**src/rtl/fsp_pkg.sv**
```systemverilog
package fsp_pkg;

    // ==========================================================
    // register map, byte addresses on the bus
    localparam logic [7:0] FSP_OFS_CONFIG = 8'h04;
    localparam logic [7:0] FSP_OFS_STATUS = 8'h08;
    localparam logic [7:0] FSP_OFS_INT_STATUS = 8'h0C;
    localparam logic [7:0] FSP_OFS_INT_MASK = 8'h10;

    // ==========================================================
    // protection config field positions
    localparam int FSP_BIT_POLARITY = 7;
    localparam int FSP_BIT_SPARE = 6;
    localparam int FSP_BIT_UPPER_OFF = 5;
    localparam int FSP_UPPER_SIZE_HI = 4;
    localparam int FSP_UPPER_SIZE_LO = 3;
    localparam int FSP_BIT_LOWER_OFF = 2;
    localparam int FSP_LOWER_SIZE_HI = 1;
    localparam int FSP_LOWER_SIZE_LO = 0;

    // status register field position (violation flag)
    localparam int FSP_BIT_VIOLATION = 5;

    // ==========================================================
    // nonvolatile protection byte location and reset values
    localparam logic [15:0] FSP_NV_PROT_ADDR = 16'hFF0D;
    localparam logic [7:0] FSP_CONFIG_RST = 8'hFF;
    localparam logic [1:0] FSP_INT_MASK_RST = 2'h0;

    // ==========================================================
    // interrupt event bits
    localparam int FSP_EVT_NUM = 2;
    localparam int FSP_EVT_VIOLATION = 0;
    localparam int FSP_EVT_LAUNCH = 1;

    // ==========================================================
    // range tables: upper ranges end at top, lower ranges start at base
    localparam logic [15:0] FSP_UPPER_END = 16'hFFFF;
    localparam logic [15:0] FSP_UPPER_START_0 = 16'hF800;
    localparam logic [15:0] FSP_UPPER_START_1 = 16'hF000;
    localparam logic [15:0] FSP_UPPER_START_2 = 16'hE000;
    localparam logic [15:0] FSP_UPPER_START_3 = 16'hC000;
    localparam logic [15:0] FSP_LOWER_START = 16'h4000;
    localparam logic [15:0] FSP_LOWER_END_0 = 16'h43FF;
    localparam logic [15:0] FSP_LOWER_END_1 = 16'h47FF;
    localparam logic [15:0] FSP_LOWER_END_2 = 16'h4FFF;
    localparam logic [15:0] FSP_LOWER_END_3 = 16'h5FFF;

    // ==========================================================
    // command kinds and control states
    localparam logic [1:0] FSP_CMD_PROGRAM = 2'h0;
    localparam logic [1:0] FSP_CMD_ERASE = 2'h1;
    localparam logic [1:0] FSP_CMD_MASS_ERASE = 2'h2;

    typedef enum logic [1:0] {
        FSP_ST_LOAD = 2'b01,
        FSP_ST_RUN = 2'b10
    } fsp_state_e;

endpackage : fsp_pkg

```
**src/rtl/fsp_top.sv**
```systemverilog
// The AHB-Lite register port is this design's own decision.
`timescale 1ns/100ps
module fsp_top import fsp_pkg::*; (
    // clock and reset
    input wire logic i_clk,
    input wire logic i_rst,
    // ahb-lite slave
    input wire logic i_hsel,
    input wire logic [31:0] i_haddr,
    input wire logic [1:0] i_htrans,
    input wire logic i_hwrite,
    input wire logic [2:0] i_hsize,
    input wire logic [31:0] i_hwdata,
    input wire logic i_hready,
    output logic [31:0] o_hrdata,
    output logic o_hreadyout,
    output logic o_hresp,
    // nonvolatile protection byte from the array
    input wire logic [7:0] i_nv_prot_byte,
    // command launch handshake from the command sequencer
    input wire logic i_cmd_valid,
    input wire logic [1:0] i_cmd_kind,
    input wire logic [15:0] i_cmd_addr,
    output logic o_cmd_ready,
    output logic o_cmd_launch,
    output logic o_cmd_refused,
    // status towards the rest of the memory module
    output logic [7:0] o_config,
    output logic o_violation,
    output logic o_mass_erase_ok,
    output logic o_loaded,
    // interrupt
    output logic o_irq
);

    // ==========================================================
    // state and registers
    fsp_state_e state_r;
    logic [7:0] config_r;
    logic [7:0] config_nxt;
    logic violation_r;

    // bus pipeline
    logic ap_valid;
    logic wr_pend_r;
    logic rd_wait_r;
    logic [7:0] addr_r;
    logic [31:0] hrdata_r;

    // decoded fields of the active setting
    logic polarity;
    logic upper_off;
    logic lower_off;
    logic [1:0] upper_size;
    logic [1:0] lower_size;

    // range hits and the protection verdict
    logic upper_hit;
    logic lower_hit;
    logic in_active_range;
    logic addr_protected;
    logic mass_ok;
    logic cmd_take;
    logic cmd_bad;

    // register strobes
    logic wr_config;
    logic wr_status;
    logic wr_mask;
    logic rd_int_clr;
    logic scenario_ok;

    // interrupt controller wires
    logic [FSP_EVT_NUM-1:0] evt;
    logic [FSP_EVT_NUM-1:0] int_status;
    logic [FSP_EVT_NUM-1:0] int_mask;

    // ==========================================================
    // field decode
    assign polarity = config_r[FSP_BIT_POLARITY];
    assign upper_off = config_r[FSP_BIT_UPPER_OFF];
    assign lower_off = config_r[FSP_BIT_LOWER_OFF];
    assign upper_size = config_r[FSP_UPPER_SIZE_HI:FSP_UPPER_SIZE_LO];
    assign lower_size = config_r[FSP_LOWER_SIZE_HI:FSP_LOWER_SIZE_LO];

    // ==========================================================
    // range decoders; the two ranges never overlap
    fsp_range_hit #(
        .IS_UPPER(1'b1)
    ) u_upper (
        .i_size(upper_size),
        .i_addr(i_cmd_addr),
        .o_hit(upper_hit)
    );

    fsp_range_hit #(
        .IS_UPPER(1'b0)
    ) u_lower (
        .i_size(lower_size),
        .i_addr(i_cmd_addr),
        .o_hit(lower_hit)
    );

    // a range takes part only while its off bit is clear
    assign in_active_range = (upper_hit & ~upper_off)
                           | (lower_hit & ~lower_off);

    // polarity 1: active ranges are protected; polarity 0: only they are open
    assign addr_protected = polarity ? in_active_range : ~in_active_range;

    // mass erase needs every protection switched off
    assign mass_ok = polarity & upper_off & lower_off;
    assign o_mass_erase_ok = mass_ok;

    // ==========================================================
    // command launch gate, checked combinationally against the live setting
    // a pending violation or the reset load holds off every new command
    assign o_cmd_ready = (state_r == FSP_ST_RUN) & ~violation_r;
    assign cmd_take = i_cmd_valid & o_cmd_ready;

    always_comb begin
        if (i_cmd_kind == FSP_CMD_MASS_ERASE) begin
            cmd_bad = ~mass_ok;
        end else begin
            cmd_bad = addr_protected;
        end
    end

    assign o_cmd_launch = cmd_take & ~cmd_bad;
    assign o_cmd_refused = cmd_take & cmd_bad;

    // ==========================================================
    // control state: one load cycle after reset release, then run
    always_ff @(posedge i_clk or posedge i_rst) begin
        if (i_rst) begin
            state_r <= FSP_ST_LOAD;
        end else begin
            case (state_r)
                FSP_ST_LOAD: state_r <= FSP_ST_RUN;
                FSP_ST_RUN: state_r <= FSP_ST_RUN;
                default: state_r <= FSP_ST_LOAD;
            endcase
        end
    end

    assign o_loaded = (state_r == FSP_ST_RUN);

    // ==========================================================
    // ahb-lite address phase capture
    assign ap_valid = i_hsel & i_htrans[1] & i_hready;

    // writes complete with no wait; reads take one wait cycle so that the
    // read data come from a flop and a read right after a write sees it
    always_ff @(posedge i_clk or posedge i_rst) begin
        if (i_rst) begin
            wr_pend_r <= 1'b0;
            rd_wait_r <= 1'b0;
            addr_r <= 8'h00;
        end else begin
            if (rd_wait_r) begin
                rd_wait_r <= 1'b0;
            end else begin
                wr_pend_r <= ap_valid & i_hwrite;
                rd_wait_r <= ap_valid & ~i_hwrite;
                if (ap_valid) begin
                    addr_r <= i_haddr[7:0];
                end
            end
        end
    end

    // bus answer: one wait cycle in a read data phase, always okay
    assign o_hreadyout = ~rd_wait_r;
    assign o_hresp = 1'b0;
    assign o_hrdata = hrdata_r;

    // ==========================================================
    // write strobes and the int status read-clear strobe, only whole-word aligned addresses decode
    assign wr_config = wr_pend_r & (addr_r == FSP_OFS_CONFIG) & (state_r == FSP_ST_RUN);
    assign wr_status = wr_pend_r & (addr_r == FSP_OFS_STATUS);
    assign wr_mask = wr_pend_r & (addr_r == FSP_OFS_INT_MASK);
    assign rd_int_clr = rd_wait_r & (addr_r == FSP_OFS_INT_STATUS);

    // ==========================================================
    // candidate value: per-field write restrictions applied first
    always_comb begin
        config_nxt = config_r;
        config_nxt[FSP_BIT_POLARITY] = polarity & i_hwdata[FSP_BIT_POLARITY];
        config_nxt[FSP_BIT_UPPER_OFF] = i_hwdata[FSP_BIT_UPPER_OFF];
        config_nxt[FSP_BIT_LOWER_OFF] = i_hwdata[FSP_BIT_LOWER_OFF];
        if (upper_off) begin
            config_nxt[FSP_UPPER_SIZE_HI:FSP_UPPER_SIZE_LO] =
                i_hwdata[FSP_UPPER_SIZE_HI:FSP_UPPER_SIZE_LO];
        end
        if (lower_off) begin
            config_nxt[FSP_LOWER_SIZE_HI:FSP_LOWER_SIZE_LO] =
                i_hwdata[FSP_LOWER_SIZE_HI:FSP_LOWER_SIZE_LO];
        end
    end

    // ==========================================================
    // scenario check: the protected set may only grow. ranges are nested by
    // size and the two ranges are disjoint, so a per-range test is exact.
    always_comb begin
        logic n_pol;
        logic n_uact;
        logic n_lact;
        logic o_uact;
        logic o_lact;
        logic [1:0] n_usz;
        logic [1:0] n_lsz;
        n_pol = config_nxt[FSP_BIT_POLARITY];
        n_uact = ~config_nxt[FSP_BIT_UPPER_OFF];
        n_lact = ~config_nxt[FSP_BIT_LOWER_OFF];
        o_uact = ~upper_off;
        o_lact = ~lower_off;
        n_usz = config_nxt[FSP_UPPER_SIZE_HI:FSP_UPPER_SIZE_LO];
        n_lsz = config_nxt[FSP_LOWER_SIZE_HI:FSP_LOWER_SIZE_LO];
        if (polarity && n_pol) begin
            // each protected range must stay, at least as large
            scenario_ok = (~o_uact | (n_uact & (n_usz >= upper_size)))
                        & (~o_lact | (n_lact & (n_lsz >= lower_size)));
        end else if (polarity) begin
            // turning open ranges into the only unprotected ones
            scenario_ok = (~o_uact | ~n_uact) & (~o_lact | ~n_lact);
        end else if (!n_pol) begin
            // unprotected windows may only shrink or close
            scenario_ok = (~n_uact | (o_uact & (n_usz <= upper_size)))
                        & (~n_lact | (o_lact & (n_lsz <= lower_size)));
        end else begin
            scenario_ok = 1'b0;
        end
    end

    // ==========================================================
    // protection config: loaded once after reset, then guarded writes.
    // the byte is caught by a clocked load, never by the reset itself.
    always_ff @(posedge i_clk or posedge i_rst) begin
        if (i_rst) begin
            config_r <= FSP_CONFIG_RST;
        end else if (state_r == FSP_ST_LOAD) begin
            config_r <= i_nv_prot_byte;
        end else if (wr_config && scenario_ok) begin
            config_r <= config_nxt;
        end
    end

    assign o_config = config_r;

    // ==========================================================
    // violation flag: write 1 clears, a new refusal in the same cycle wins
    always_ff @(posedge i_clk or posedge i_rst) begin
        if (i_rst) begin
            violation_r <= 1'b0;
        end else if (o_cmd_refused) begin
            violation_r <= 1'b1;
        end else if (wr_status && i_hwdata[FSP_BIT_VIOLATION]) begin
            violation_r <= 1'b0;
        end
    end

    assign o_violation = violation_r;

    // ==========================================================
    // interrupt events and controller
    assign evt[FSP_EVT_VIOLATION] = o_cmd_refused;
    assign evt[FSP_EVT_LAUNCH] = o_cmd_launch;

    fsp_evt_ctl #(
        .N(FSP_EVT_NUM)
    ) u_evt (
        .i_clk(i_clk),
        .i_rst(i_rst),
        .i_evt(evt),
        .i_clr_rd(rd_int_clr),
        .i_mask_wr(wr_mask),
        .i_mask_wdata(i_hwdata[FSP_EVT_NUM-1:0]),
        .o_status(int_status),
        .o_mask(int_mask),
        .o_irq(o_irq)
    );

    // ==========================================================
    // read data register, loaded during the read wait cycle.
    // no mode input gates it: the config reads the same in every mode.
    always_ff @(posedge i_clk or posedge i_rst) begin
        if (i_rst) begin
            hrdata_r <= 32'h0000_0000;
        end else if (rd_wait_r) begin
            case (addr_r)
                FSP_OFS_CONFIG: hrdata_r <= {24'h00_0000, config_r};
                FSP_OFS_STATUS: hrdata_r <= 32'(violation_r) << FSP_BIT_VIOLATION;
                FSP_OFS_INT_STATUS: hrdata_r <= {30'h0000_0000, int_status};
                FSP_OFS_INT_MASK: hrdata_r <= {30'h0000_0000, int_mask};
                default: hrdata_r <= 32'h0000_0000; // unmapped reads zero
            endcase
        end
    end

    // spare flag and unused bus fields are carried but have no effect here;
    // the operator keeps the spare bit erased and reprograms the nonvolatile
    // byte only after opening the upper sector
    logic unused_ok;
    assign unused_ok = ^{config_r[FSP_BIT_SPARE], i_hsize, i_haddr[31:8], i_hwdata[31:8],
                         i_htrans[0], FSP_NV_PROT_ADDR};

endmodule : fsp_top

```
**src/rtl/fsp_range_hit.sv**
```systemverilog
`timescale 1ns/100ps
module fsp_range_hit import fsp_pkg::*; #(
    parameter bit IS_UPPER = 1'b1
) (
    // range selection
    input wire logic [1:0] i_size,
    // address under test
    input wire logic [15:0] i_addr,
    // result
    output logic o_hit
);

    // ==========================================================
    // size decode: upper ranges grow downward, lower ones upward
    logic [15:0] lo_bound;
    logic [15:0] hi_bound;

    always_comb begin
        if (IS_UPPER) begin
            hi_bound = FSP_UPPER_END;
            case (i_size)
                2'h0: lo_bound = FSP_UPPER_START_0;
                2'h1: lo_bound = FSP_UPPER_START_1;
                2'h2: lo_bound = FSP_UPPER_START_2;
                default: lo_bound = FSP_UPPER_START_3;
            endcase
        end else begin
            lo_bound = FSP_LOWER_START;
            case (i_size)
                2'h0: hi_bound = FSP_LOWER_END_0;
                2'h1: hi_bound = FSP_LOWER_END_1;
                2'h2: hi_bound = FSP_LOWER_END_2;
                default: hi_bound = FSP_LOWER_END_3;
            endcase
        end
    end

    // inclusive compare on both bounds
    assign o_hit = (i_addr >= lo_bound) && (i_addr <= hi_bound);

endmodule : fsp_range_hit

```
**src/rtl/fsp_evt_ctl.sv**
```systemverilog
`timescale 1ns/100ps
module fsp_evt_ctl import fsp_pkg::*; #(
    parameter int N = 2
) (
    // clock and reset
    input wire logic i_clk,
    input wire logic i_rst,
    // event pulses from the block
    input wire logic [N-1:0] i_evt,
    // register access
    input wire logic i_clr_rd,
    input wire logic i_mask_wr,
    input wire logic [N-1:0] i_mask_wdata,
    // state out
    output logic [N-1:0] o_status,
    output logic [N-1:0] o_mask,
    output logic o_irq
);

    logic [N-1:0] status_r;
    logic [N-1:0] mask_r;

    // ==========================================================
    // sticky bits, cleared by a read; a same-cycle event survives the clear
    always_ff @(posedge i_clk or posedge i_rst) begin
        if (i_rst) begin
            status_r <= '0;
        end else if (i_clr_rd) begin
            status_r <= i_evt;
        end else begin
            status_r <= status_r | i_evt;
        end
    end

    // mask register, same layout as status
    always_ff @(posedge i_clk or posedge i_rst) begin
        if (i_rst) begin
            mask_r <= N'(FSP_INT_MASK_RST);
        end else if (i_mask_wr) begin
            mask_r <= i_mask_wdata;
        end
    end

    assign o_status = status_r;
    assign o_mask = mask_r;
    assign o_irq = |(status_r & mask_r);

endmodule : fsp_evt_ctl

```
**config.mk**
```make
export PLATFORM = sky130hd
export DESIGN_NAME = fsp_top
export DESIGN_NICKNAME = d
export VERILOG_FILES = /design/src/rtl/fsp_pkg.sv /design/src/rtl/fsp_top.sv /design/src/rtl/fsp_range_hit.sv /design/src/rtl/fsp_evt_ctl.sv
export SDC_FILE = /design/constraint.sdc
export NUM_CORES = 1
export LEC_CHECK = 0
export BUFFER_PORTS_ARGS = -buffer_cell sky130_fd_sc_hd__buf_2
export CAP_MARGIN = 20
export CORE_UTILIZATION = 43
export DETAILED_ROUTE_END_ITERATION = 6
export HOLD_SLACK_MARGIN = 0.03
export PLACE_DENSITY_LB_ADDON = 0.1
export SLEW_MARGIN = 20
export SYNTH_ARGS = -nofsm -noshare
export SYNTH_HDL_FRONTEND = slang
export SYNTH_SLANG_ARGS = --single-unit
```
**constraint.sdc**
```tcl
create_clock -name i_clk -period 8.24 [get_ports i_clk]
set_clock_uncertainty 0.2 [all_clocks]
set_input_delay 1.236 -clock i_clk [delete_from_list [all_inputs] [get_ports i_clk]]
set_output_delay 1.236 -clock i_clk [all_outputs]
set_load 0.02 [all_outputs]
```
==> results.json <==
{
  "synth-adder-area-share_pct": 6.65,
  "final_cell_count_no_fill": 387,
  "reg2reg_depth": 7,
  "rsz0062_at_grt": "false",
  "clock_sinks": 33,
  "cts_tree": "yes",
  "nNetsFinal": 429,
  "ys_ff_latch": 33,
  "hp-start": "o_hrdata[0]",
  "grtUsageTotal_pct": 19.9,
  "end_kind": "output pin",
  "ant_nets": 0,
  "fin_tns_setup_ns": 0,
  "synth_top_family_by_area": "simple AND/OR/NAND/NOR gates",
  "ctsLongestPathBuffers": 2,
  "hold_buffers": 0,
  "seq_area_frac_synth_pct": 37.1,
  "synthMuxAreaShare_pct": 6.37,
  "vias": 1970,
  "core_area_um2": 5070,
  "syn_area_um2": 2260,
  "cts_buffers": 5,
  "gp_congestion": 0.774,
  "via_per_inst": 5.09,
  "cts_root_buf": "clkbuf_8",
  "grt_max_degree": 34,
  "path_clk_slew_ns": 0.07,
  "antenna_found_initial": 0,
  "cap_violations": 0,
  "postCtsSetupRepairBufs": 0,
  "relSlewSlack_pct": 31.2,
  "avgSynthCellArea_um2": 9.26,
  "synth_edf_count": 0,
  "setup_viol": 0,
  "fin_crit_ns": 4.41,
  "ir_worst_vdd_mv": 0.118,
  "grt_pass1_vias": 1781,
  "worstHoldEndpoint": "o_hrdata[0]",
  "rows": 26,
  "drtPass1Iterations": 4,
  "synth_xor_area_share_pct": 0.388,
  "insertedDiodeCount": 0,
  "die_y_um": 74.5,
  "drv_slew": 0,
  "die_area_um2": 5550,
  "htree_levels": 2,
  "r2r-start": "o_config[2]",
  "yosys_warnings": 0,
  "hpwl_um": 3980,
  "io_buffers": 71,
  "synthTopCellsByCount": "buf_4 (25), dfrtp_1 (24), inv_1 (19)",
  "p_leak_nw": 1.30,
  "async_reset_ff_share_pct": 100,
  "yosys.area_share.simple_pct": 20.2,
  "synth.most_common_cell": "buf_4",
  "ys_types": 52,
  "cp-start-kind": "input pin",
  "rr_endpoint": "o_config[3]",
  "critPathKind": "in2out",
  "wl_um": 5150,
  "fill_cells": 500,
  "period_share_pct": 53.5,
  "drt_iter0_drc": 92,
  "die_w_um": 74.5,
  "final_util_pct": 53.4,
  "power_density_nw_per_um2": 170,
  "crit_required_ns": 6.80,
  "ioPinCount": 150,
  "drc": 0,
  "layout-drive-gt1-share_pct": 36.3,
  "gr-total-overflow": 0,
  "initial_core_util_pct": 44.5,
  "synth_top_cell_area_share_pct": 26.6,
  "wl_per_cell_um": 13.3,
  "worst_pin_slew_ns": 1.02,
  "reg2reg_slack_ns": 5.16,
  "cts_resized": 0,
  "syn-instance-count": 244,
  "placed_cells": 379,
  "hp-class": "reg2reg",
  "hold_viol": 0,
  "cp_max_fo": 3,
  "synth_compound_area_share_pct": 16.7,
  "holdPathStages": 1,
  "synth_ff_type": "dfrtp_1",
  "synth_area_leaders": "dfrtp_1 (27%), dfstp_2 (10%), buf_4 (8.3%)",
  "clock_latency_ns": 0.29,
  "synth_top_cell_by_area": "dfrtp_1",
  "outcome": "finished, final reports clean",
  "syn2layout_area_growth_pct": 19.9,
  "arrival_ns": 2.97,
  "grt_pass1_wl_um": 8240,
  "fmax_mhz": 227
}
## routing by layer
layer | vias to the layer above | wire (um) | global-route usage [%]
met5 | - | 0 | 0
li1 | 979 | - | -
met1 | 912 | 2460 | 26.8
met2 | 74 | 2330 | 32.4
met3 | 5 | 316 | 3.79
met4 | 0 | 46 | 5.66
## sequential cells by signal, summed over array words and instances, names as in the netlist
name	cells
rd_wait_r	1
wr_pend_r	1
o_config	8
state_r	2
addr_r	8
u_evt.o_status	2
o_hrdata	8
o_violation	1
u_evt.o_mask	2
## power by group
part	switching, mW	internal [mW]	total (mW)
logic	0.0568	0.0433	0.100
clock network	0.0626	0.0983	0.161
registers	0.0195	0.179	0.199
total	0.139	0.321	0.460
## worst max path at each step
stage	startpoint	endpoint	slack (ns)
floorplan	i_cmd_addr[12]	o_cmd_launch	4.21
global placement	i_cmd_addr[13]	o_cmd_launch	3.80
detailed placement	i_cmd_addr[13]	o_cmd_launch	3.83
CTS	i_cmd_addr[13]	o_cmd_launch	3.83
global route	i_cmd_addr[13]	o_cmd_launch	3.63
finish	i_cmd_addr[13]	o_cmd_launch	3.83
## through the flow
stage,area [um2],setup slack [ns],power [mW],hold slack (ns)
floorplan,2350,4.21,0.276,0.276
finish,2710,3.83,0.460,0.302
global route,2710,3.63,0.485,0.332
CTS,2710,3.83,0.465,0.300
global placement,2590,3.80,0.300,0.279
detailed placement,2590,3.83,0.302,0.270
## logic make-up after synthesis
kind of cell | Yosys count
adders and majority gates | 12
and+or+nand+nor | 81
other | 1
buffers and inverters | 50
muxes | 13
AOI/OAI and AO/OA | 53
DFF | 33
xor gates and xnor gates | 1
## worst max-delay path, stage by stage
cell	delay [ns]
buf_2	0.11
ha_1	0.30
nor4b_1	0.25
nand4_1	0.18
a311oi_1	0.33
nor3_1	0.13
or2_2	0.28
buf_2	0.16
## final cells by class
type / count / area [um2] / share of cell area (%)
Clock buffer: 6 / 82.6 / 3.05
Clock inverter: 2 / 37.5 / 1.39
Inverter: 19 / 71.3 / 2.63
Multi-Input combinational cell: 185 / 1230 / 45.4
Sequential cell: 33 / 837 / 30.9
Tap cell: 70 / 87.6 / 3.23
Timing Repair Buffer: 72 / 363 / 13.4
## cells in the final DEF (no fill, tap or decap), types with 2 or more instances in the layout
cell and n:
o31ai_1 3, inv_1 19, or3b_2 2, and3_1 2
or2_2 2, mux2_2 11, a31o_2 3, dfstp_2 9
nor2b_1 5, nand2_1 17, nand3_1 14, nand2b_1 3
nand4_1 6, buf_2 71, a31oi_1 3, nor4_1 2
a21oi_1 6, o311ai_0 2, ha_1 12, a21o_2 2
nor2_1 11, o2bb2ai_1 3, mux2i_1 2, and2_1 4
dfrtp_1 24, nor3_1 5, a211o_1 2, nand3b_1 2
conb_1 25, o2111ai_1 2, o21ai_0 14, clkbuf_8 6
Note: power is estimated with default switching activity, not from simulation.
